**config.mk**
```make
export PLATFORM = sky130hd
export DESIGN_NAME = pdc_pad_config
export DESIGN_NICKNAME = d
export VERILOG_FILES = /design/src/rtl/pdc_pkg.sv /design/src/rtl/pdc_pad_decode.sv /design/src/rtl/pdc_pad_config.sv
export SDC_FILE = /design/constraint.sdc
export NUM_CORES = 1
export LEC_CHECK = 0
export BUFFER_PORTS_ARGS = -buffer_cell sky130_fd_sc_hd__clkbuf_2
export CAP_MARGIN = 20
export CORE_UTILIZATION = 64
export DETAILED_ROUTE_END_ITERATION = 6
export PLACE_DENSITY = 0.95
export SLEW_MARGIN = 20
export SYNTH_ARGS = -nofsm -noshare
export SYNTH_HDL_FRONTEND = slang
export SYNTH_SLANG_ARGS = --single-unit
```
**constraint.sdc**
```tcl
create_clock -name ref_clk -period 5.1 [get_ports ref_clk]
set_input_delay 0 -clock ref_clk [delete_from_list [all_inputs] [get_ports ref_clk]]
set_output_delay 0 -clock ref_clk [all_outputs]
set_load 0.05 [all_outputs]
```
**src/rtl/pdc_pkg.sv**
```systemverilog
`default_nettype none

package pdc_pkg;

	// Register byte offsets of the pad configuration bank.
	localparam logic [7:0] ROW_PIN_DRIVE_STRENGTH_OFS = 8'ha0;
	localparam logic [7:0] COLUMN_PIN_DRIVE_STRENGTH_OFS = 8'ha2;
	localparam logic [7:0] MISC_PIN_DRIVE_STRENGTH_OFS = 8'ha4;
	localparam logic [7:0] HOST_PIN_DRIVE_STRENGTH_OFS = 8'ha6;
	localparam logic [7:0] DIRECT_KEY_PULL_SELECT_OFS = 8'ha8;
	localparam logic [7:0] ROW_PIN_PULL_SELECT_OFS = 8'haa;
	localparam logic [7:0] COLUMN_PIN_PULL_SELECT_OFS = 8'hac;
	localparam logic [7:0] MISC_PIN_PULL_SELECT_OFS = 8'hae;
	localparam logic [7:0] HIGH_BYTE_STEP = 8'h01;

	// Pins: row 0-7, column 0-11, pulse 0-2, extra I/O, then two more per kind.
	localparam int PIN_COUNT = 26;
	localparam int FIELD_BITS = 2 * PIN_COUNT;

	// Reset values.
	localparam logic [15:0] PULL_WIDE_RESET = 16'haaaa;
	localparam logic [3:0] PULL_NARROW_RESET = 4'ha;
	localparam logic [15:0] DRIVE_WIDE_RESET = 16'h0000;
	localparam logic [3:0] DRIVE_NARROW_RESET = 4'h0;

	// Field encodings.
	localparam logic [1:0] PULL_NONE = 2'h0;
	localparam logic [1:0] PULL_DOWN = 2'h1;
	localparam logic [1:0] DRIVE_SEL_WEAK = 2'h0;
	localparam logic [1:0] DRIVE_SEL_STRONG = 2'h3;

	// Decoded drive levels on the pad control outputs.
	localparam logic [1:0] LEVEL_WEAK = 2'h0;
	localparam logic [1:0] LEVEL_MEDIUM = 2'h1;
	localparam logic [1:0] LEVEL_STRONG = 2'h2;

	typedef struct packed {
		logic wr;
		logic rd;
		logic stop;
		logic [7:0] addr;
		logic [7:0] wdata;
	} pdc_req_type;

	typedef struct packed {
		logic [15:0] drv_row;
		logic [15:0] drv_col;
		logic [15:0] drv_misc;
		logic [3:0] drv_host;
		logic [3:0] pull_ext;
		logic [15:0] pull_row;
		logic [15:0] pull_col;
		logic [15:0] pull_misc;
		logic pend_valid;
		logic [7:0] pend_addr;
		logic [7:0] pend_byte;
		logic [7:0] rdata;
		logic rvalid;
		logic [PIN_COUNT-1:0] pull_up;
		logic [PIN_COUNT-1:0] pull_down;
		logic [FIELD_BITS-1:0] drive_level;
	} pdc_state_type;

	function automatic logic pull_up_of(input logic [1:0] sel);
		return sel[1];
	endfunction

	function automatic logic pull_down_of(input logic [1:0] sel);
		return sel == PULL_DOWN;
	endfunction

	function automatic logic [1:0] drive_level_of(input logic [1:0] sel);
		logic [1:0] lvl;
		lvl = LEVEL_MEDIUM;
		if (sel == DRIVE_SEL_WEAK)
			lvl = LEVEL_WEAK;
		else if (sel == DRIVE_SEL_STRONG)
			lvl = LEVEL_STRONG;
		return lvl;
	endfunction

	function automatic logic is_wide_base(input logic [7:0] addr);
		return addr == ROW_PIN_DRIVE_STRENGTH_OFS || addr == COLUMN_PIN_DRIVE_STRENGTH_OFS
			|| addr == MISC_PIN_DRIVE_STRENGTH_OFS || addr == ROW_PIN_PULL_SELECT_OFS
			|| addr == COLUMN_PIN_PULL_SELECT_OFS || addr == MISC_PIN_PULL_SELECT_OFS;
	endfunction

endpackage

`default_nettype wire

```
**src/rtl/pdc_pad_decode.sv**
```systemverilog
`timescale 1ns/1ps
`default_nettype none

module pdc_pad_decode #(
	parameter int PINS = 26
) (
	// Programmed fields, two bits per pin, and pin direction, one bit per pin.
	input wire logic [2*PINS-1:0] pull_sel,
	input wire logic [2*PINS-1:0] drive_sel,
	input wire logic [PINS-1:0] out_en,
	// Decoded pad controls.
	output logic [PINS-1:0] pull_up,
	output logic [PINS-1:0] pull_down,
	output logic [2*PINS-1:0] drive_level
);

	always_comb
	begin
		for (int i = 0; i < PINS; i++)
		begin
			// A driving pin never fights its own resistor. [RL2]
			pull_up[i] = pdc_pkg::pull_up_of(pull_sel[2*i +: 2]) && !out_en[i]; // [RL1] [RL17]
			pull_down[i] = pdc_pkg::pull_down_of(pull_sel[2*i +: 2]) && !out_en[i]; // [RL1] [RL17]
			drive_level[2*i +: 2] = pdc_pkg::drive_level_of(drive_sel[2*i +: 2]); // [RL9] [RL17]
		end
	end

endmodule

`default_nettype wire

```
**src/rtl/pdc_pad_config.sv**
```systemverilog
// Function
// [RL1] Pull select 00 none, 01 down, 10/11 up; never both directions.
// [RL2] Pulls off while the pin drives as output, restored on input.
// [RL3] Software should give floating pins a nonzero pull select.
// [RL4] After reset every pull field reads 10, pull-up.
// [RL5] Row pull register 0xaa: row pin n at bits 2n+1:2n.
// [RL6] Column pull register 0xac: column pin n at bits 2n+1:2n.
// [RL7] Pull 0xae: columns 8-11 bits 7:0, pulse 13:8, extra 15:14.
// [RL8] Pull 0xa8: direct key a bits 1:0, b 3:2, 7:4 read zero.
// [RL9] Drive select 00 weakest, 01/10 medium, 11 strongest.
// [RL10] After reset every drive field reads 00.
// [RL11] Row drive register 0xa0: row pin n at bits 2n+1:2n.
// [RL12] Column drive register 0xa2: column pin n at bits 2n+1:2n.
// [RL13] Drive 0xa4: columns 8-11 bits 7:0, pulse 13:8, extra 15:14.
// [RL14] Drive 0xa6: interrupt pin drive in bits 3:2, upper bits unused.
// [RL15] Drive 0xa6: serial data line drive in bits 1:0.
// [RL16] Two-byte write aborted after first byte leaves register unchanged.
// [RL17] Per-pin gated pull-up, gated pull-down and drive level, registered with the fields.
`timescale 1ns/1ps
`default_nettype none

module pdc_pad_config (
	// Clock, reset and enable.
	input wire logic ref_clk,
	input wire logic resetn,
	input wire logic ce,
	// Byte register access from the host serial slave.
	input wire pdc_pkg::pdc_req_type req,
	output logic [7:0] reg_rdata,
	output logic reg_rvalid,
	// Pin direction from the pin multiplexer.
	input wire logic [pdc_pkg::PIN_COUNT-1:0] pin_out_en,
	// Pad controls.
	output logic [pdc_pkg::PIN_COUNT-1:0] pull_up_en,
	output logic [pdc_pkg::PIN_COUNT-1:0] pull_down_en,
	output logic [pdc_pkg::FIELD_BITS-1:0] drive_level
);

	pdc_pkg::pdc_state_type st_reg;
	pdc_pkg::pdc_state_type st_next;
	logic [pdc_pkg::FIELD_BITS-1:0] pull_all;
	logic [pdc_pkg::FIELD_BITS-1:0] drive_all;
	logic [pdc_pkg::PIN_COUNT-1:0] dec_up;
	logic [pdc_pkg::PIN_COUNT-1:0] dec_down;
	logic [pdc_pkg::FIELD_BITS-1:0] dec_level;
	logic [15:0] commit_word;
	logic commit_ok;

	// Decoding from the next fields puts a write and its pad effect on one edge.
	assign pull_all = {st_next.pull_ext, st_next.pull_misc, st_next.pull_col,
		st_next.pull_row}; // [RL5] [RL6] [RL7] [RL8]
	assign drive_all = {st_next.drv_host, st_next.drv_misc, st_next.drv_col,
		st_next.drv_row}; // [RL11] [RL12] [RL13] [RL14] [RL15]
	assign commit_word = {req.wdata, st_reg.pend_byte};
	assign commit_ok = st_reg.pend_valid && st_reg.pend_addr == req.addr - pdc_pkg::HIGH_BYTE_STEP;

	pdc_pad_decode #(
		.PINS(pdc_pkg::PIN_COUNT)
	) u_decode (
		.pull_sel(pull_all),
		.drive_sel(drive_all),
		.out_en(pin_out_en),
		.pull_up(dec_up),
		.pull_down(dec_down),
		.drive_level(dec_level)
	);

	function automatic logic [7:0] read_byte(input pdc_pkg::pdc_state_type s,
		input logic [7:0] addr);
		logic [7:0] d;
		d = 8'h00;
		unique case (addr)
			pdc_pkg::ROW_PIN_DRIVE_STRENGTH_OFS: d = s.drv_row[7:0];
			pdc_pkg::ROW_PIN_DRIVE_STRENGTH_OFS + 8'h01: d = s.drv_row[15:8];
			pdc_pkg::COLUMN_PIN_DRIVE_STRENGTH_OFS: d = s.drv_col[7:0];
			pdc_pkg::COLUMN_PIN_DRIVE_STRENGTH_OFS + 8'h01: d = s.drv_col[15:8];
			pdc_pkg::MISC_PIN_DRIVE_STRENGTH_OFS: d = s.drv_misc[7:0];
			pdc_pkg::MISC_PIN_DRIVE_STRENGTH_OFS + 8'h01: d = s.drv_misc[15:8];
			pdc_pkg::HOST_PIN_DRIVE_STRENGTH_OFS: d = {4'h0, s.drv_host};
			pdc_pkg::DIRECT_KEY_PULL_SELECT_OFS: d = {4'h0, s.pull_ext}; // [RL8]
			pdc_pkg::ROW_PIN_PULL_SELECT_OFS: d = s.pull_row[7:0];
			pdc_pkg::ROW_PIN_PULL_SELECT_OFS + 8'h01: d = s.pull_row[15:8];
			pdc_pkg::COLUMN_PIN_PULL_SELECT_OFS: d = s.pull_col[7:0];
			pdc_pkg::COLUMN_PIN_PULL_SELECT_OFS + 8'h01: d = s.pull_col[15:8];
			pdc_pkg::MISC_PIN_PULL_SELECT_OFS: d = s.pull_misc[7:0];
			pdc_pkg::MISC_PIN_PULL_SELECT_OFS + 8'h01: d = s.pull_misc[15:8];
			default: d = 8'h00;
		endcase
		return d;
	endfunction

	always_comb
	begin
		st_next = st_reg;
		st_next.rvalid = 1'b0;
		if (req.rd)
		begin
			st_next.rdata = read_byte(st_reg, req.addr);
			st_next.rvalid = 1'b1;
		end
		if (req.wr)
		begin
			// Any byte other than the matching high byte cancels a held low byte.
			st_next.pend_valid = 1'b0;
			if (pdc_pkg::is_wide_base(req.addr))
			begin
				st_next.pend_valid = 1'b1;
				st_next.pend_addr = req.addr;
				st_next.pend_byte = req.wdata;
			end
			else if (req.addr == pdc_pkg::HOST_PIN_DRIVE_STRENGTH_OFS)
				st_next.drv_host = req.wdata[3:0]; // [RL14] [RL15]
			else if (req.addr == pdc_pkg::DIRECT_KEY_PULL_SELECT_OFS)
				st_next.pull_ext = req.wdata[3:0]; // [RL8]
			else if (commit_ok)
			begin
				unique case (st_reg.pend_addr)
					pdc_pkg::ROW_PIN_DRIVE_STRENGTH_OFS: st_next.drv_row = commit_word; // [RL11]
					pdc_pkg::COLUMN_PIN_DRIVE_STRENGTH_OFS: st_next.drv_col = commit_word; // [RL12]
					pdc_pkg::MISC_PIN_DRIVE_STRENGTH_OFS: st_next.drv_misc = commit_word; // [RL13]
					pdc_pkg::ROW_PIN_PULL_SELECT_OFS: st_next.pull_row = commit_word; // [RL5]
					pdc_pkg::COLUMN_PIN_PULL_SELECT_OFS: st_next.pull_col = commit_word; // [RL6]
					pdc_pkg::MISC_PIN_PULL_SELECT_OFS: st_next.pull_misc = commit_word; // [RL7]
					default: st_next.pend_valid = 1'b0;
				endcase
			end
		end
		// A transfer that ends after the low byte drops it unused. [RL16]
		if (req.stop)
			st_next.pend_valid = 1'b0;
		st_next.pull_up = dec_up; // [RL17]
		st_next.pull_down = dec_down; // [RL17]
		st_next.drive_level = dec_level; // [RL17]
	end

	always_ff @(posedge ref_clk or negedge resetn)
	begin
		if (!resetn)
		begin
			st_reg <= '0;
			st_reg.pull_row <= pdc_pkg::PULL_WIDE_RESET; // [RL4]
			st_reg.pull_col <= pdc_pkg::PULL_WIDE_RESET; // [RL4]
			st_reg.pull_misc <= pdc_pkg::PULL_WIDE_RESET; // [RL4]
			st_reg.pull_ext <= pdc_pkg::PULL_NARROW_RESET; // [RL4]
			st_reg.drv_row <= pdc_pkg::DRIVE_WIDE_RESET; // [RL10]
			st_reg.drv_col <= pdc_pkg::DRIVE_WIDE_RESET; // [RL10]
			st_reg.drv_misc <= pdc_pkg::DRIVE_WIDE_RESET; // [RL10]
			st_reg.drv_host <= pdc_pkg::DRIVE_NARROW_RESET; // [RL10]
			st_reg.pull_up <= '1;
		end
		else if (ce)
			st_reg <= st_next;
	end

	assign reg_rdata = st_reg.rdata;
	assign reg_rvalid = st_reg.rvalid;
	assign pull_up_en = st_reg.pull_up;
	assign pull_down_en = st_reg.pull_down;
	assign drive_level = st_reg.drive_level;

	// Checks.
	logic seen_edge_reg;
	logic [pdc_pkg::PIN_COUNT-1:0] level_strong;

	always_ff @(posedge ref_clk or negedge resetn)
	begin
		if (!resetn)
			seen_edge_reg <= 1'b0;
		else if (ce)
			seen_edge_reg <= 1'b1;
	end

	always_comb
	begin
		for (int i = 0; i < pdc_pkg::PIN_COUNT; i++)
			level_strong[i] = drive_level[2*i +: 2] == pdc_pkg::LEVEL_STRONG;
	end
endmodule

`default_nettype wire

```
==> results of run 1 <==
## cells by family (layout without fill, tap and decap cells)
logic type               after synthesis  in the layout  share of synthesized area, %
XOR/XNOR                               7              7                         0.463
adder cells (fa/ha/maj)               30             30                          2.84
buffers and inverters                211            260                          9.48
flip-flops                           234            234                          44.7
multiplexers                         240            240                          20.6
AO/OA/AOI/OAI                        187            187                          11.4
AND/OR/NAND/NOR                      275            275                          10.6
## layout by cell type (no fill, tap or decap), drive strengths merged, types with 10 or more instances in the layout
cell type | synthesis | routed
mux2 | 229 | 229
clkbuf | 66 | 195
dfrtp | 182 | 182
nand2 | 137 | 137
dfstp | 52 | 52
o311ai | 48 | 48
nor3 | 36 | 36
dlygate4sd3 | 0 | 33
ha | 30 | 30
o31ai | 26 | 26
a311o | 22 | 22
nand3 | 20 | 20
nor2 | 19 | 19
o21ai | 15 | 15
buf | 135 | 15
inv | 10 | 10
a22oi | 10 | 10
nand4 | 10 | 10
## final cells by class
cell class	instances	area share [%]
multi-input combinational	739	42.3
sequential	234	41.2
timing repair buffer	206	8.73
clock buffer	37	4.88
tap	270	2.35
clock inverter	7	0.270
inverter	10	0.261
## worst max path at each step
stage	start	endpoint	slack, ns	cells after the start
CTS	req[8]	drive_level[44]	1.29	12
global route	req[8]	drive_level[44]	1.02	12
global placement	req[8]	drive_level[10]	1.61	11
detailed placement	req[8]	drive_level[44]	1.37	11
floorplan	st_reg[124]	drive_level[16]	2.09	10
finish	req[8]	drive_level[44]	1.25	12
## Yosys cell counts (all sizes together), types with 3 or more instances
master,n,area [µm²]
nand2b,6,37.5
or3,6,37.5
or2,4,25.0
xor2,4,35.0
nand4,10,111
ha,30,375
nand3,20,125
o31ai,26,195
o21ai,15,75.1
clkbuf,66,248
mux2i,9,103
nand3b,6,45.0
dfstp,52,1370
a31oi,7,43.8
a22oi,10,75.1
a22o,7,61.3
and2,4,25.0
dfrtp,182,4550
nor2b,8,50.1
mux2,229,2580
a21oi,8,40.0
o311ai,48,420
inv,10,37.5
buf,135,970
o2bb2ai,4,35.0
xnor2,3,26.3
o22ai,5,31.3
a221oi,7,61.3
nor2,19,71.3
nand2,137,514
nor3b,3,27.5
a32oi,3,26.3
a311o,22,220
a21o,4,30.0
and3,4,25.0
nor4b,3,26.3
nor3,36,185
## through the flow
| step | cell area (µm²) | utilization, % |
|---|---|---|
| floorplan | 13200 | - |
| global placement | 13300 | 65.7 |
| detailed placement | 13300 | 65.7 |
| CTS | 14400 | 71.0 |
| global route | 14400 | 71.0 |
| finish | 14400 | 71.0 |
## layer usage
layer / vias up / global-route usage (%) / share of wire [%]
li1: 4340 / - / -
met3: 142 / 6.33 / 8.9
met2: 610 / 57.6 / 47
met5: - / 0 / 0
met1: 5019 / 47.3 / 39
met4: 0 / 17.2 / 5.3
## power by group
group / total (mW) / internal, mW / leakage, nW / switching (mW)
Sequential: 1.92 / 1.87 / 3.07 / 0.0496
Combinational: 0.318 / 0.0938 / 3.36 / 0.224
Clock: 1.67 / 0.946 / 0.368 / 0.723
Total: 3.91 / 2.91 / 6.80 / 0.997
==> impl_results.html, run 1 <==
<table>
<tr><th>Metric</th><th>Value</th></tr>
<tr><th colspan="2">Status</th></tr>
<tr><td>Result of the run</td><td>complete, no violations</td></tr>
<tr><th colspan="2">Synth</th></tr>
<tr><td>Flip-flop cell with the highest count after synthesis</td><td>sky130_fd_sc_hd__dfrtp_1</td></tr>
<tr><td>Yosys Warn Count</td><td>0</td></tr>
<tr><td>Mean Syn Cell Area</td><td>between 10 and 15 µm²</td></tr>
<tr><td>Synthesized Nets</td><td>1262</td></tr>
<tr><td>Proportion of register bits with asynchronous set or reset after synthesis</td><td>100%</td></tr>
<tr><td>Instance count of the mapped netlist</td><td>between 1000 and 1500</td></tr>
<tr><td>Count of flip-flops with a built-in enable after synthesis</td><td>0</td></tr>
<tr><td>Post-synth cell types</td><td>72</td></tr>
<tr><td>Post-synthesis instance area</td><td>0.0132 mm²</td></tr>
<tr><td>Sequential share of the synthesized area</td><td>44.7%</td></tr>
<tr><td>Seq cells post-synth</td><td>234</td></tr>
<tr><th colspan="2">Critical path</th></tr>
<tr><td>Type of element capturing the critical path</td><td>flip-flop</td></tr>
<tr><td>Critical path class</td><td>input port to flip-flop</td></tr>
<tr><td>Depth of the most critical reg-to-reg path</td><td>8</td></tr>
<tr><td>Destination of the worst register-to-register timing path</td><td>drive_level[30]</td></tr>
<tr><td>Ordered list of cells on the worst path</td><td>dlygate4sd3_1, clkbuf_2, inv_1, ha_1, nor3b_2, nand2_1, nor4b_1, a211o_1, nand4_4, mux2_2, ha_1, mux2_2</td></tr>
<tr><td>Worst setup SP type</td><td>input port</td></tr>
<tr><td>Maximum fanout count along the critical path</td><td>16</td></tr>
<tr><td>CP top delay family</td><td>simple AND/OR/NAND/NOR gates</td></tr>
<tr><td>Worst reg-to-reg setup slack</td><td>1.55 ns</td></tr>
<tr><td>CP peak stage delay</td><td>0.60 ns</td></tr>
<tr><td>Combined buffer and inverter count along the critical path</td><td>3</td></tr>
<tr><td>Required time of the critical path</td><td>5.50 ns</td></tr>
<tr><td>Slowest stage cell, crit path</td><td>sky130_fd_sc_hd__nor3b_2</td></tr>
<tr><td>Data arrival time at the worst-slack endpoint</td><td>4.25 ns</td></tr>
<tr><td>Startpoint of the worst register-to-register path</td><td>st_reg[125]</td></tr>
<tr><th colspan="2">Timing</th></tr>
<tr><td>Final critical-path share of the clock period</td><td>75.6%</td></tr>
<tr><td>Total negative slack</td><td>0 ns</td></tr>
<tr><td>Max Freq</td><td>0.259 GHz</td></tr>
<tr><td>Fin Hold WS</td><td>0.0305 ns</td></tr>
<tr><td>Post-layout min period</td><td>around 3.9 ns</td></tr>
<tr><td>Final setup vio count</td><td>0</td></tr>
<tr><td>RSZ-0062 raised after global routing</td><td>false</td></tr>
<tr><td>Pin slew with the least headroom to its limit</td><td>1.00 ns</td></tr>
<tr><td>Max Clock Skew</td><td>about 0.015 ns</td></tr>
<tr><td>Max_slew headroom</td><td>between 30% and 40%</td></tr>
<tr><td>Total count of max-transition violations in the final report</td><td>0</td></tr>
<tr><td>Final setup slack of the worst path</td><td>1.25 ns</td></tr>
<tr><td>Final Hold Vio Count</td><td>0</td></tr>
<tr><th colspan="2">Min path</th></tr>
<tr><td>Startpoint of the lowest-slack hold path</td><td>req[5]</td></tr>
<tr><td>Hold worst-path end</td><td>commit_word[5]</td></tr>
<tr><td>Worst hold path class</td><td>input port to flip-flop</td></tr>
<tr><td>Hold-critical path depth</td><td>2</td></tr>
<tr><th colspan="2">Flow run</th></tr>
<tr><td>Maxcap violations</td><td>0</td></tr>
<tr><th colspan="2">Global route</th></tr>
<tr><td>Antenna violations before repair</td><td>0</td></tr>
<tr><td>Wire length of the first global-routing pass</td><td>58800 µm</td></tr>
<tr><td>Number of global-route vias before repair</td><td>10100</td></tr>
<tr><td>GR Overflow Total</td><td>0</td></tr>
<tr><td>GR Util All Layers</td><td>35.9%</td></tr>
<tr><td>Maximum number of pins on one net before global-route repair</td><td>about 150</td></tr>
<tr><th colspan="2">Final layout</th></tr>
<tr><td>Max reg flops</td><td>113</td></tr>
<tr><td>Total area of sequential cells</td><td>about 0.006 mm²</td></tr>
<tr><td>Count of nets after finishing</td><td>around 1300</td></tr>
<tr><td>Multi-input gate area</td><td>0.00607 mm²</td></tr>
<tr><td>Number of cells in the finished layout apart from fillers</td><td>1503</td></tr>
<tr><td>Layout cells sized above 1</td><td>41.2%</td></tr>
<tr><td>Layout-stage area growth over the synthesis result</td><td>8.46%</td></tr>
<tr><td>Fillcell total</td><td>1390</td></tr>
<tr><td>Ant diodes</td><td>0</td></tr>
<tr><th colspan="2">Power and ir drop</th></tr>
<tr><td>Total power after layout</td><td>around 3.9 mW</td></tr>
<tr><td>Power Dens Cells</td><td>between 200 and 300 mW/mm²</td></tr>
<tr><td>Pleak</td><td>6.80 nW</td></tr>
<tr><td>Worst supply voltage drop on vdd</td><td>approximately 230 µV</td></tr>
<tr><th colspan="2">Placement</th></tr>
<tr><td>Gpl congestion</td><td>1.01</td></tr>
<tr><td>Detail Placement HPWL</td><td>roughly 26000 µm</td></tr>
<tr><td>Cell count after placement</td><td>1426</td></tr>
<tr><td>IO buf count</td><td>160</td></tr>
<tr><td>Worst-case setup slack after placement</td><td>1.37 ns</td></tr>
<tr><th colspan="2">Clock tree</th></tr>
<tr><td>Maximum number of buffers from clock root to sink</td><td>3</td></tr>
<tr><td>Clock slew at the register clock pins of the worst setup and hold paths</td><td>~0.06 ns</td></tr>
<tr><td>Number of H-tree levels</td><td>1</td></tr>
<tr><td>TritonCTS Sinks</td><td>234</td></tr>
<tr><td>Resized cells post-CTS</td><td>0</td></tr>
<tr><td>Root Buffer</td><td>sky130_fd_sc_hd__clkbuf_16</td></tr>
<tr><td>CTS tree</td><td>built</td></tr>
<tr><td>Insertion delay of the later-clocked pin in the worst-skew pair</td><td>0.53 ns</td></tr>
<tr><td>Number of buffers created by CTS</td><td>24</td></tr>
<tr><td>Hold-fix buffers, CTS</td><td>33</td></tr>
<tr><td>Post-CTS setup repair buffer count</td><td>0</td></tr>
<tr><th colspan="2">Drt</th></tr>
<tr><td>Number of antenna-violating nets in the routed design</td><td>0</td></tr>
<tr><td>Routed via count</td><td>10100</td></tr>
<tr><td>Total DRC errors in the routed layout</td><td>0</td></tr>
<tr><td>Number of detailed-routing iterations run before antenna repair</td><td>5</td></tr>
<tr><td>Mean number of vias per cell</td><td>6.73</td></tr>
<tr><td>Wire length reported by the detailed router</td><td>37700 µm</td></tr>
<tr><td>DR WL/cell</td><td>25.1 µm</td></tr>
<tr><td>Iteration-0 DRC count of the detailed router</td><td>1009</td></tr>
<tr><th colspan="2">Floorplan</th></tr>
<tr><td>Die width</td><td>roughly 150 µm</td></tr>
<tr><td>Die Footprint</td><td>about 0.021 mm²</td></tr>
<tr><td>Core region area</td><td>a little over 0.02 mm²</td></tr>
<tr><td>Boundary pin count</td><td>~160</td></tr>
<tr><td>Initial core utilization</td><td>between 60% and 70%</td></tr>
<tr><td>Std cell rows</td><td>52</td></tr>
<tr><td>Height of the chip</td><td>between 100 and 150 µm</td></tr>
</table>
Power figures use the tool's default switching activity.
==> run 2, diff against run 1 <==
- CORE_UTILIZATION: 64 -> 59
- PLACE_DENSITY: 0.95 -> 0.91
- clock period: 5.1 -> 3.7 ns (I/O delays scaled with it)
==> run 2 against run 1 <==
  * Non-clock buffer count up 15
  * Setup slack got worse by 1.1 ns
  * Clock skew is 0.0095 ns higher
  * Global-route usage is 3.1 points lower
  * Register-to-register slack got worse by 1.1 ns
  * Via count decreased by 0.13%
  * Critical path type unchanged
==> impl_results.html, run 2 (synthesis results as in run 1) <==
<table>
<tr><th>Metric</th><th>Value</th></tr>
<tr><th colspan="2">Power and ir drop</th></tr>
<tr><td>Pleak</td><td>6.91 nW (was 6.80 nW)</td></tr>
<tr><td>Worst supply voltage drop on vdd</td><td>312 µV (was 227 µV)</td></tr>
<tr><td>Power Dens Cells</td><td>388 mW/mm² (was 272 mW/mm²)</td></tr>
<tr><th colspan="2">Placement</th></tr>
<tr><td>IO buf count</td><td>160 (unchanged)</td></tr>
<tr><td>Detail Placement HPWL</td><td>26500 µm (was 26000 µm)</td></tr>
<tr><td>Gpl congestion</td><td>0.997 (was 1.01)</td></tr>
<tr><td>Post-detailed-placement cell area</td><td>0.0134 mm² (was 0.0133 mm²)</td></tr>
<tr><th colspan="2">Timing</th></tr>
<tr><td>Final setup vio count</td><td>0 (unchanged)</td></tr>
<tr><td>Max Freq</td><td>0.285 GHz</td></tr>
<tr><td>Final Hold Vio Count</td><td>0 (unchanged)</td></tr>
<tr><td>Max_slew headroom</td><td>40.3% (was 32.8%)</td></tr>
<tr><td>Post-layout min period</td><td>3.51 ns</td></tr>
<tr><td>Max Clock Skew</td><td>0.0248 ns (was 0.0152 ns)</td></tr>
<tr><td>Final critical-path share of the clock period</td><td>94.9%</td></tr>
<tr><td>Total negative slack</td><td>0 ns (unchanged)</td></tr>
<tr><td>Pin slew with the least headroom to its limit</td><td>0.893 ns (was 1.00 ns)</td></tr>
<tr><td>RSZ-0062 raised after global routing</td><td>false (unchanged)</td></tr>
<tr><td>Total count of max-transition violations in the final report</td><td>0 (unchanged)</td></tr>
<tr><th colspan="2">Critical path</th></tr>
<tr><td>Slowest stage cell, crit path</td><td>sky130_fd_sc_hd__dlygate4sd3_1 (was sky130_fd_sc_hd__nor3b_2)</td></tr>
<tr><td>Critical path class</td><td>input port to flip-flop (unchanged)</td></tr>
<tr><td>Most frequent cell on the critical path</td><td>sky130_fd_sc_hd__dlygate4sd3_1</td></tr>
<tr><td>Maximum fanout count along the critical path</td><td>29 (was 16)</td></tr>
<tr><td>CP peak stage delay</td><td>0.61 ns (was 0.60 ns)</td></tr>
<tr><td>Data arrival time at the worst-slack endpoint</td><td>3.97 ns (was 4.25 ns)</td></tr>
<tr><td>Type of element capturing the critical path</td><td>flip-flop (unchanged)</td></tr>
<tr><td>Required time of the critical path</td><td>4.16 ns (was 5.50 ns)</td></tr>
<tr><td>Ordered list of cells on the worst path</td><td>dlygate4sd3_1, clkbuf_2, or4_1, or3_1, a32o_1, mux2i_4, buf_4, nand3_2, o311ai_0, dlygate4sd3_1 (was dlygate4sd3_1, clkbuf_2, inv_1, ha_1, nor3b_2, nand2_1, nor4b_1, a211o_1, nand4_4, mux2_2, ha_1, mux2_2)</td></tr>
<tr><td>Worst setup SP type</td><td>input port (unchanged)</td></tr>
<tr><th colspan="2">Min path</th></tr>
<tr><td>Worst hold path class</td><td>input port to flip-flop (unchanged)</td></tr>
<tr><th colspan="2">Clock tree</th></tr>
<tr><td>Number of buffers created by CTS</td><td>24 (unchanged)</td></tr>
<tr><td>Number of H-tree levels</td><td>1 (unchanged)</td></tr>
<tr><td>Clock slew at the register clock pins of the worst setup and hold paths</td><td>0.07 ns (was 0.06 ns)</td></tr>
<tr><td>CTS tree</td><td>built (unchanged)</td></tr>
<tr><td>Maximum number of buffers from clock root to sink</td><td>3 (unchanged)</td></tr>
<tr><td>Insertion delay of the later-clocked pin in the worst-skew pair</td><td>0.54 ns (was 0.53 ns)</td></tr>
<tr><td>Root Buffer</td><td>sky130_fd_sc_hd__clkbuf_16 (unchanged)</td></tr>
<tr><td>TritonCTS Sinks</td><td>234 (unchanged)</td></tr>
<tr><th colspan="2">Final layout</th></tr>
<tr><td>Leading cell type in the layout, fill and taps excluded</td><td>sky130_fd_sc_hd__mux2_2 (unchanged)</td></tr>
<tr><td>Count of nets after finishing</td><td>1308 (was 1293)</td></tr>
<tr><td>Layout cells sized above 1</td><td>41.9% (was 41.2%)</td></tr>
<tr><td>Layout-stage area growth over the synthesis result</td><td>10.3% (was 8.46%)</td></tr>
<tr><td>Ant diodes</td><td>0 (unchanged)</td></tr>
<tr><td>Commonest non-fill, non-tap cells in the layout</td><td>sky130_fd_sc_hd__mux2_2, sky130_fd_sc_hd__dfrtp_1, sky130_fd_sc_hd__clkbuf_2 (unchanged)</td></tr>
<tr><td>Non-Filler Cell Area, Final</td><td>0.0146 mm² (was 0.0144 mm²)</td></tr>
<tr><td>Max reg flops</td><td>113 (unchanged)</td></tr>
<tr><td>Fillcell total</td><td>1620 (was 1390)</td></tr>
<tr><td>Core utilization of the finished layout</td><td>66.7% (was 71.0%)</td></tr>
<tr><th colspan="2">Drt</th></tr>
<tr><td>Total DRC errors in the routed layout</td><td>0 (unchanged)</td></tr>
<tr><td>Number of antenna-violating nets in the routed design</td><td>0 (unchanged)</td></tr>
<tr><td>Wire length reported by the detailed router</td><td>38300 µm (was 37700 µm)</td></tr>
<tr><td>Routed via count</td><td>10100 (about the same)</td></tr>
<tr><td>Mean number of vias per cell</td><td>6.61 (was 6.73)</td></tr>
<tr><td>DR WL/cell</td><td>25.1 µm (about the same)</td></tr>
<tr><td>Number of detailed-routing iterations run before antenna repair</td><td>5 (unchanged)</td></tr>
<tr><td>Iteration-0 DRC count of the detailed router</td><td>1053 (was 1009)</td></tr>
<tr><th colspan="2">Floorplan</th></tr>
<tr><td>Boundary pin count</td><td>161 (unchanged)</td></tr>
<tr><td>Core region area</td><td>0.0219 mm² (was 0.0202 mm²)</td></tr>
<tr><td>Height of the chip</td><td>152 µm (was 146 µm)</td></tr>
<tr><td>Initial core utilization</td><td>60.5% (was 65.4%)</td></tr>
<tr><td>Die Footprint</td><td>0.0230 mm² (was 0.0213 mm²)</td></tr>
<tr><td>Std cell rows</td><td>54 (was 52)</td></tr>
<tr><td>Die width</td><td>152 µm (was 146 µm)</td></tr>
<tr><th colspan="2">Status</th></tr>
<tr><td>Result of the run</td><td>complete, no violations (unchanged)</td></tr>
<tr><th colspan="2">Global route</th></tr>
<tr><td>Wire length of the first global-routing pass</td><td>59100 µm (was 58800 µm)</td></tr>
<tr><td>GR Overflow Total</td><td>0 (unchanged)</td></tr>
<tr><td>GR Util All Layers</td><td>32.8% (was 35.9%)</td></tr>
<tr><td>Number of global-route vias before repair</td><td>10000 (was 10100)</td></tr>
<tr><td>Maximum number of pins on one net before global-route repair</td><td>112 (was 154)</td></tr>
<tr><td>Antenna violations before repair</td><td>0 (unchanged)</td></tr>
<tr><th colspan="2">Flow run</th></tr>
<tr><td>Maxcap violations</td><td>0 (unchanged)</td></tr>
</table>
==> run 2: report_power, final <==
group	total [mW]	switching [mW]	internal [mW]
Clock	2.57	1.02	1.55
Combinational	0.452	0.318	0.134
Sequential	2.65	0.0674	2.58
Total	5.67	1.41	4.27
==> run 2: layout make-up <==
cell class	instances	area, µm²	area share, %
timing repair buffer	221	1370	9.41
clock inverter	6	119	0.814
sequential	234	5920	40.5
clock buffer	38	723	4.95
multi-input combinational	739	6080	41.6
tap	280	350	2.40
inverter	10	37.5	0.257
==> run 2: routing by layer <==
metal  part of all wire, %  track usage, %  vias up
met5                     0               0        -
met3                   8.6            6.19      125
met4                   5.1            16.3        0
met1                    41            43.9     5000
met2                    46            51.3      610
li1                      -               -     4363
==> run 2: path summary, 6_finish.rpt <==
| path | start | end | slack (ns) | depth (start not counted) |
|---|---|---|---|---|
| hold reg to reg | reg_rdata[6] | reg_rdata[6] | 0.48 | 1 |
| max in group asynchronous | resetn | st_reg[133] | 2.51 | 3 |
| min in group asynchronous | resetn | drive_level[8] | 0.10 | 2 |
| setup reg to reg | st_reg[126] | pull_up_en[13] | 0.44 | 7 |
| hold / removal | req[4] | st_reg[230] | 0.06 | 2 |
| setup / recovery | req[8] | pull_up_en[13] | 0.19 | 10 |
==> run 2: per-stage QoR <==
step | setup slack, ns | total power [mW] | hold slack, ns | instances
3_3_place_gp | 0.576 | 3.09 | 0.104 | 1448
5_1_grt | 0.00482 | 5.83 | 0.0370 | 1528
3_5_place_dp | 0.439 | 3.11 | 0.116 | 1448
6_report | 0.189 | 5.67 | 0.0585 | 1528
4_1_cts | 0.0908 | 5.68 | 0.0226 | 1528
2_1_floorplan | 0.693 | 2.90 | -0.296 | 1184
==> run 2: worst max-delay path, delay by kind of cell <==
| family | cells | cell delay [ns] |
|---|---|---|
| muxes | 1 | 0.37 |
| and+or+nand+nor | 3 | 1.15 |
| buffers and inverters | 4 | 1.76 |
| AOI/OAI and AO/OA | 2 | 0.68 |
==> run 2: repair_timing <==
| action | 4_1_cts | 5_1_grt |
|---|---|---|
| buffers inserted | 0 | 0 |
| hold endpoints to repair | 139 | 0 |
| setup endpoints to repair | 0 | 1 |
| resized for setup | 0 | 2 |
| hold buffers | 36 | 0 |
==> run 3, diff against run 2 <==
- RECOVER_POWER: unset -> 25
- SETUP_SLACK_MARGIN: unset -> 0.2
==> run 3 against run 2 <==
  * The run now ends with design-rule violations, max-capacitance violations, max-slew violations left
  * Setup slack better by 0.25 ns
  * Register-to-register slack improved by 0.03 ns
  * Utilization shrank 0.30 points
  * Flip-flop and latch count unchanged
  * Sequential power is essentially flat
  * Clock-buffer cell count did not move
  * Highest routed layer unchanged
==> impl_results.html, run 3 (synthesis results as in run 1) <==
<table>
<tr><th>Metric</th><th>Value</th></tr>
<tr><th colspan="2">Status</th></tr>
<tr><td>Result of the run</td><td>finished, violations left (was complete, no violations)</td></tr>
<tr><td>Violations in the final reports</td><td>design-rule violations, max-capacitance violations, max-slew violations</td></tr>
<tr><th colspan="2">Critical path</th></tr>
<tr><td>Maximum fanout count along the critical path</td><td>29 (unchanged)</td></tr>
<tr><td>Destination of the worst register-to-register timing path</td><td>drive_level[44] (was pull_up_en[13])</td></tr>
<tr><td>Type of element capturing the critical path</td><td>flip-flop (unchanged)</td></tr>
<tr><td>Required time of the critical path</td><td>4.09 ns (was 4.16 ns)</td></tr>
<tr><td>Startpoint of the worst register-to-register path</td><td>st_reg[125] (was st_reg[126])</td></tr>
<tr><td>Data arrival time at the worst-slack endpoint</td><td>3.65 ns (was 3.97 ns)</td></tr>
<tr><td>Critical path class</td><td>input port to flip-flop (unchanged)</td></tr>
<tr><td>Depth of the most critical reg-to-reg path</td><td>8 (was 7)</td></tr>
<tr><td>Worst setup SP type</td><td>input port (unchanged)</td></tr>
<tr><td>Worst reg-to-reg setup slack</td><td>0.47 ns (was 0.44 ns)</td></tr>
<tr><th colspan="2">Min path</th></tr>
<tr><td>Worst hold path class</td><td>input port to flip-flop (unchanged)</td></tr>
<tr><td>Hold worst-path end</td><td>st_reg[125] (was st_reg[230])</td></tr>
<tr><td>Startpoint of the lowest-slack hold path</td><td>req[18] (was req[4])</td></tr>
<tr><td>Hold-critical path depth</td><td>5 (was 2)</td></tr>
<tr><th colspan="2">Global route</th></tr>
<tr><td>Wire length of the first global-routing pass</td><td>59100 µm (about the same)</td></tr>
<tr><td>Maximum number of pins on one net before global-route repair</td><td>112 (unchanged)</td></tr>
<tr><td>GR Util All Layers</td><td>32.8% (about the same)</td></tr>
<tr><td>Antenna violations before repair</td><td>0 (unchanged)</td></tr>
<tr><td>Number of global-route vias before repair</td><td>9996 (was 10000)</td></tr>
<tr><td>GR Overflow Total</td><td>0 (unchanged)</td></tr>
<tr><th colspan="2">Clock tree</th></tr>
<tr><td>CTS tree</td><td>built (unchanged)</td></tr>
<tr><td>Clock slew at the register clock pins of the worst setup and hold paths</td><td>0.06 ns (was 0.07 ns)</td></tr>
<tr><td>TritonCTS Sinks</td><td>234 (unchanged)</td></tr>
<tr><td>Number of buffers created by CTS</td><td>24 (unchanged)</td></tr>
<tr><td>Number of H-tree levels</td><td>1 (unchanged)</td></tr>
<tr><td>Root Buffer</td><td>sky130_fd_sc_hd__clkbuf_16 (unchanged)</td></tr>
<tr><td>Maximum number of buffers from clock root to sink</td><td>3 (unchanged)</td></tr>
<tr><td>Insertion delay of the later-clocked pin in the worst-skew pair</td><td>0.54 ns (about the same)</td></tr>
<tr><th colspan="2">Timing</th></tr>
<tr><td>Max_slew headroom</td><td>-90.2% (was 40.3%)</td></tr>
<tr><td>Final critical-path share of the clock period</td><td>88.1% (was 94.9%)</td></tr>
<tr><td>Max Clock Skew</td><td>0.0214 ns (was 0.0248 ns)</td></tr>
<tr><td>Total count of max-transition violations in the final report</td><td>111 (was 0)</td></tr>
<tr><td>Pin slew with the least headroom to its limit</td><td>2.85 ns (was 0.893 ns)</td></tr>
<tr><td>Final Hold Vio Count</td><td>0 (unchanged)</td></tr>
<tr><td>Post-layout min period</td><td>3.26 ns (was 3.51 ns)</td></tr>
<tr><td>Total negative slack</td><td>0 ns (unchanged)</td></tr>
<tr><td>Max Freq</td><td>0.307 GHz (was 0.285 GHz)</td></tr>
<tr><td>RSZ-0062 raised after global routing</td><td>false (unchanged)</td></tr>
<tr><td>Final setup vio count</td><td>0 (unchanged)</td></tr>
<tr><th colspan="2">Final layout</th></tr>
<tr><td>Fillcell total</td><td>1644 (was 1620)</td></tr>
<tr><td>Max reg flops</td><td>113 (unchanged)</td></tr>
<tr><td>Multi-input gate area</td><td>0.00608 mm² (about the same)</td></tr>
<tr><td>Commonest non-fill, non-tap cells in the layout</td><td>sky130_fd_sc_hd__mux2_2, sky130_fd_sc_hd__dfrtp_1, sky130_fd_sc_hd__nand2_1 (was sky130_fd_sc_hd__mux2_2, sky130_fd_sc_hd__dfrtp_1, sky130_fd_sc_hd__clkbuf_2)</td></tr>
<tr><td>Leading cell type in the layout, fill and taps excluded</td><td>sky130_fd_sc_hd__mux2_2 (unchanged)</td></tr>
<tr><td>Count of nets after finishing</td><td>1307 (was 1308)</td></tr>
<tr><td>Number of cells in the finished layout apart from fillers</td><td>1527 (was 1528)</td></tr>
<tr><td>Total area of sequential cells</td><td>0.00592 mm² (unchanged)</td></tr>
<tr><td>Layout-stage area growth over the synthesis result</td><td>9.82% (was 10.3%)</td></tr>
<tr><td>Core utilization of the finished layout</td><td>66.4% (was 66.7%)</td></tr>
<tr><td>Ant diodes</td><td>0 (unchanged)</td></tr>
<tr><td>Non-Filler Cell Area, Final</td><td>0.0145 mm² (was 0.0146 mm²)</td></tr>
<tr><td>Layout cells sized above 1</td><td>39.0% (was 41.9%)</td></tr>
<tr><th colspan="2">Floorplan</th></tr>
<tr><td>Core region area</td><td>0.0219 mm² (unchanged)</td></tr>
<tr><td>Boundary pin count</td><td>161 (unchanged)</td></tr>
<tr><td>Die Footprint</td><td>0.0230 mm² (unchanged)</td></tr>
<tr><td>Initial core utilization</td><td>60.5% (unchanged)</td></tr>
<tr><td>Height of the chip</td><td>152 µm (unchanged)</td></tr>
<tr><td>Die width</td><td>152 µm (unchanged)</td></tr>
<tr><td>Std cell rows</td><td>54 (unchanged)</td></tr>
<tr><th colspan="2">Power and ir drop</th></tr>
<tr><td>Worst supply voltage drop on vdd</td><td>311 µV (was 312 µV)</td></tr>
<tr><td>Pleak</td><td>6.78 nW (was 6.91 nW)</td></tr>
<tr><td>Power Dens Cells</td><td>390 mW/mm² (was 388 mW/mm²)</td></tr>
<tr><th colspan="2">Drt</th></tr>
<tr><td>Wire length reported by the detailed router</td><td>38400 µm (was 38300 µm)</td></tr>
<tr><td>Mean number of vias per cell</td><td>6.64 (was 6.61)</td></tr>
<tr><td>DR WL/cell</td><td>25.1 µm (about the same)</td></tr>
<tr><td>Number of antenna-violating nets in the routed design</td><td>0 (unchanged)</td></tr>
<tr><td>Iteration-0 DRC count of the detailed router</td><td>986 (was 1053)</td></tr>
<tr><td>Total DRC errors in the routed layout</td><td>2 (was 0)</td></tr>
<tr><td>Number of detailed-routing iterations run before antenna repair</td><td>7 (was 5)</td></tr>
<tr><td>Routed via count</td><td>10100 (about the same)</td></tr>
<tr><th colspan="2">Placement</th></tr>
<tr><td>Post-detailed-placement cell area</td><td>0.0134 mm² (unchanged)</td></tr>
<tr><td>IO buf count</td><td>160 (unchanged)</td></tr>
<tr><td>Detail Placement HPWL</td><td>26500 µm (unchanged)</td></tr>
<tr><td>Cell count after placement</td><td>1448 (unchanged)</td></tr>
<tr><td>Gpl congestion</td><td>0.997 (unchanged)</td></tr>
<tr><th colspan="2">Flow run</th></tr>
<tr><td>Maxcap violations</td><td>1 (was 0)</td></tr>
</table>
## run 3: cell count changes in the layout (fill, tap and decap cells not counted), sizes merged
cell	change
clkbuf	+2
buf	-2
dlygate4sd3	-1
## run 3: per-layer routing
layer / vias to the layer above / global-route usage, % / part of all wire, %
met3: 137 / 6.19 / 9.5
met1: 5016 / 43.9 / 40
met4: 0 / 16.2 / 5.2
met2: 626 / 51.2 / 46
met5: - / 0 / 0
li1: 4358 / - / -
## run 3: worst max path at each step
stage                      from               end  slack, ns
global route             req[8]  pull_down_en[15]       0.25
detailed placement       req[8]   drive_level[32]       0.44
floorplan           st_reg[124]   drive_level[16]       0.69
finish                   req[8]     pull_up_en[8]       0.44
global placement         req[8]    drive_level[0]       0.58
CTS                      req[8]   drive_level[44]       0.43
## run 3: where the power goes
group,switching [mW],internal [mW],total [mW]
sequential,0.0672,2.58,2.65
clock,1.02,1.55,2.57
combinational,0.318,0.133,0.450
## run 3: critical path: stages
cell and delay, ns:
sky130_fd_sc_hd__dlygate4sd3_1 0.53, sky130_fd_sc_hd__clkbuf_2 0.19, sky130_fd_sc_hd__or4_1 0.52, sky130_fd_sc_hd__or3_1 0.32, sky130_fd_sc_hd__a32o_1 0.29, sky130_fd_sc_hd__mux2i_4 0.36, sky130_fd_sc_hd__buf_4 0.43, sky130_fd_sc_hd__nand3_1 0.48
sky130_fd_sc_hd__o311ai_0 0.52
## run 3: repair_timing
item,4_1_cts,5_1_grt
hold buffers,35,0
setup endpoints to repair,0,14
gates resized for setup,0,2
buffers inserted,0,0
hold endpoints to repair,139,0
## run 3: layout make-up
class / count / share of cell area [%]
timing repair buffer: 220 / 8.98
clock inverter: 6 / 0.817
inverter: 10 / 0.258
sequential: 234 / 40.7
tap: 280 / 2.41
clock buffer: 38 / 4.97
multi-input combinational: 739 / 41.8
## run 3: per-stage QoR
stage               worst slack, ns  hold slack [ns]  power, mW
floorplan                     0.693           -0.296       2.90
global placement              0.576            0.104       3.09
detailed placement            0.439            0.116       3.11
CTS                           0.432           0.0226       5.68
global route                  0.251           0.0370       5.83
finish                        0.441           0.0604       5.67
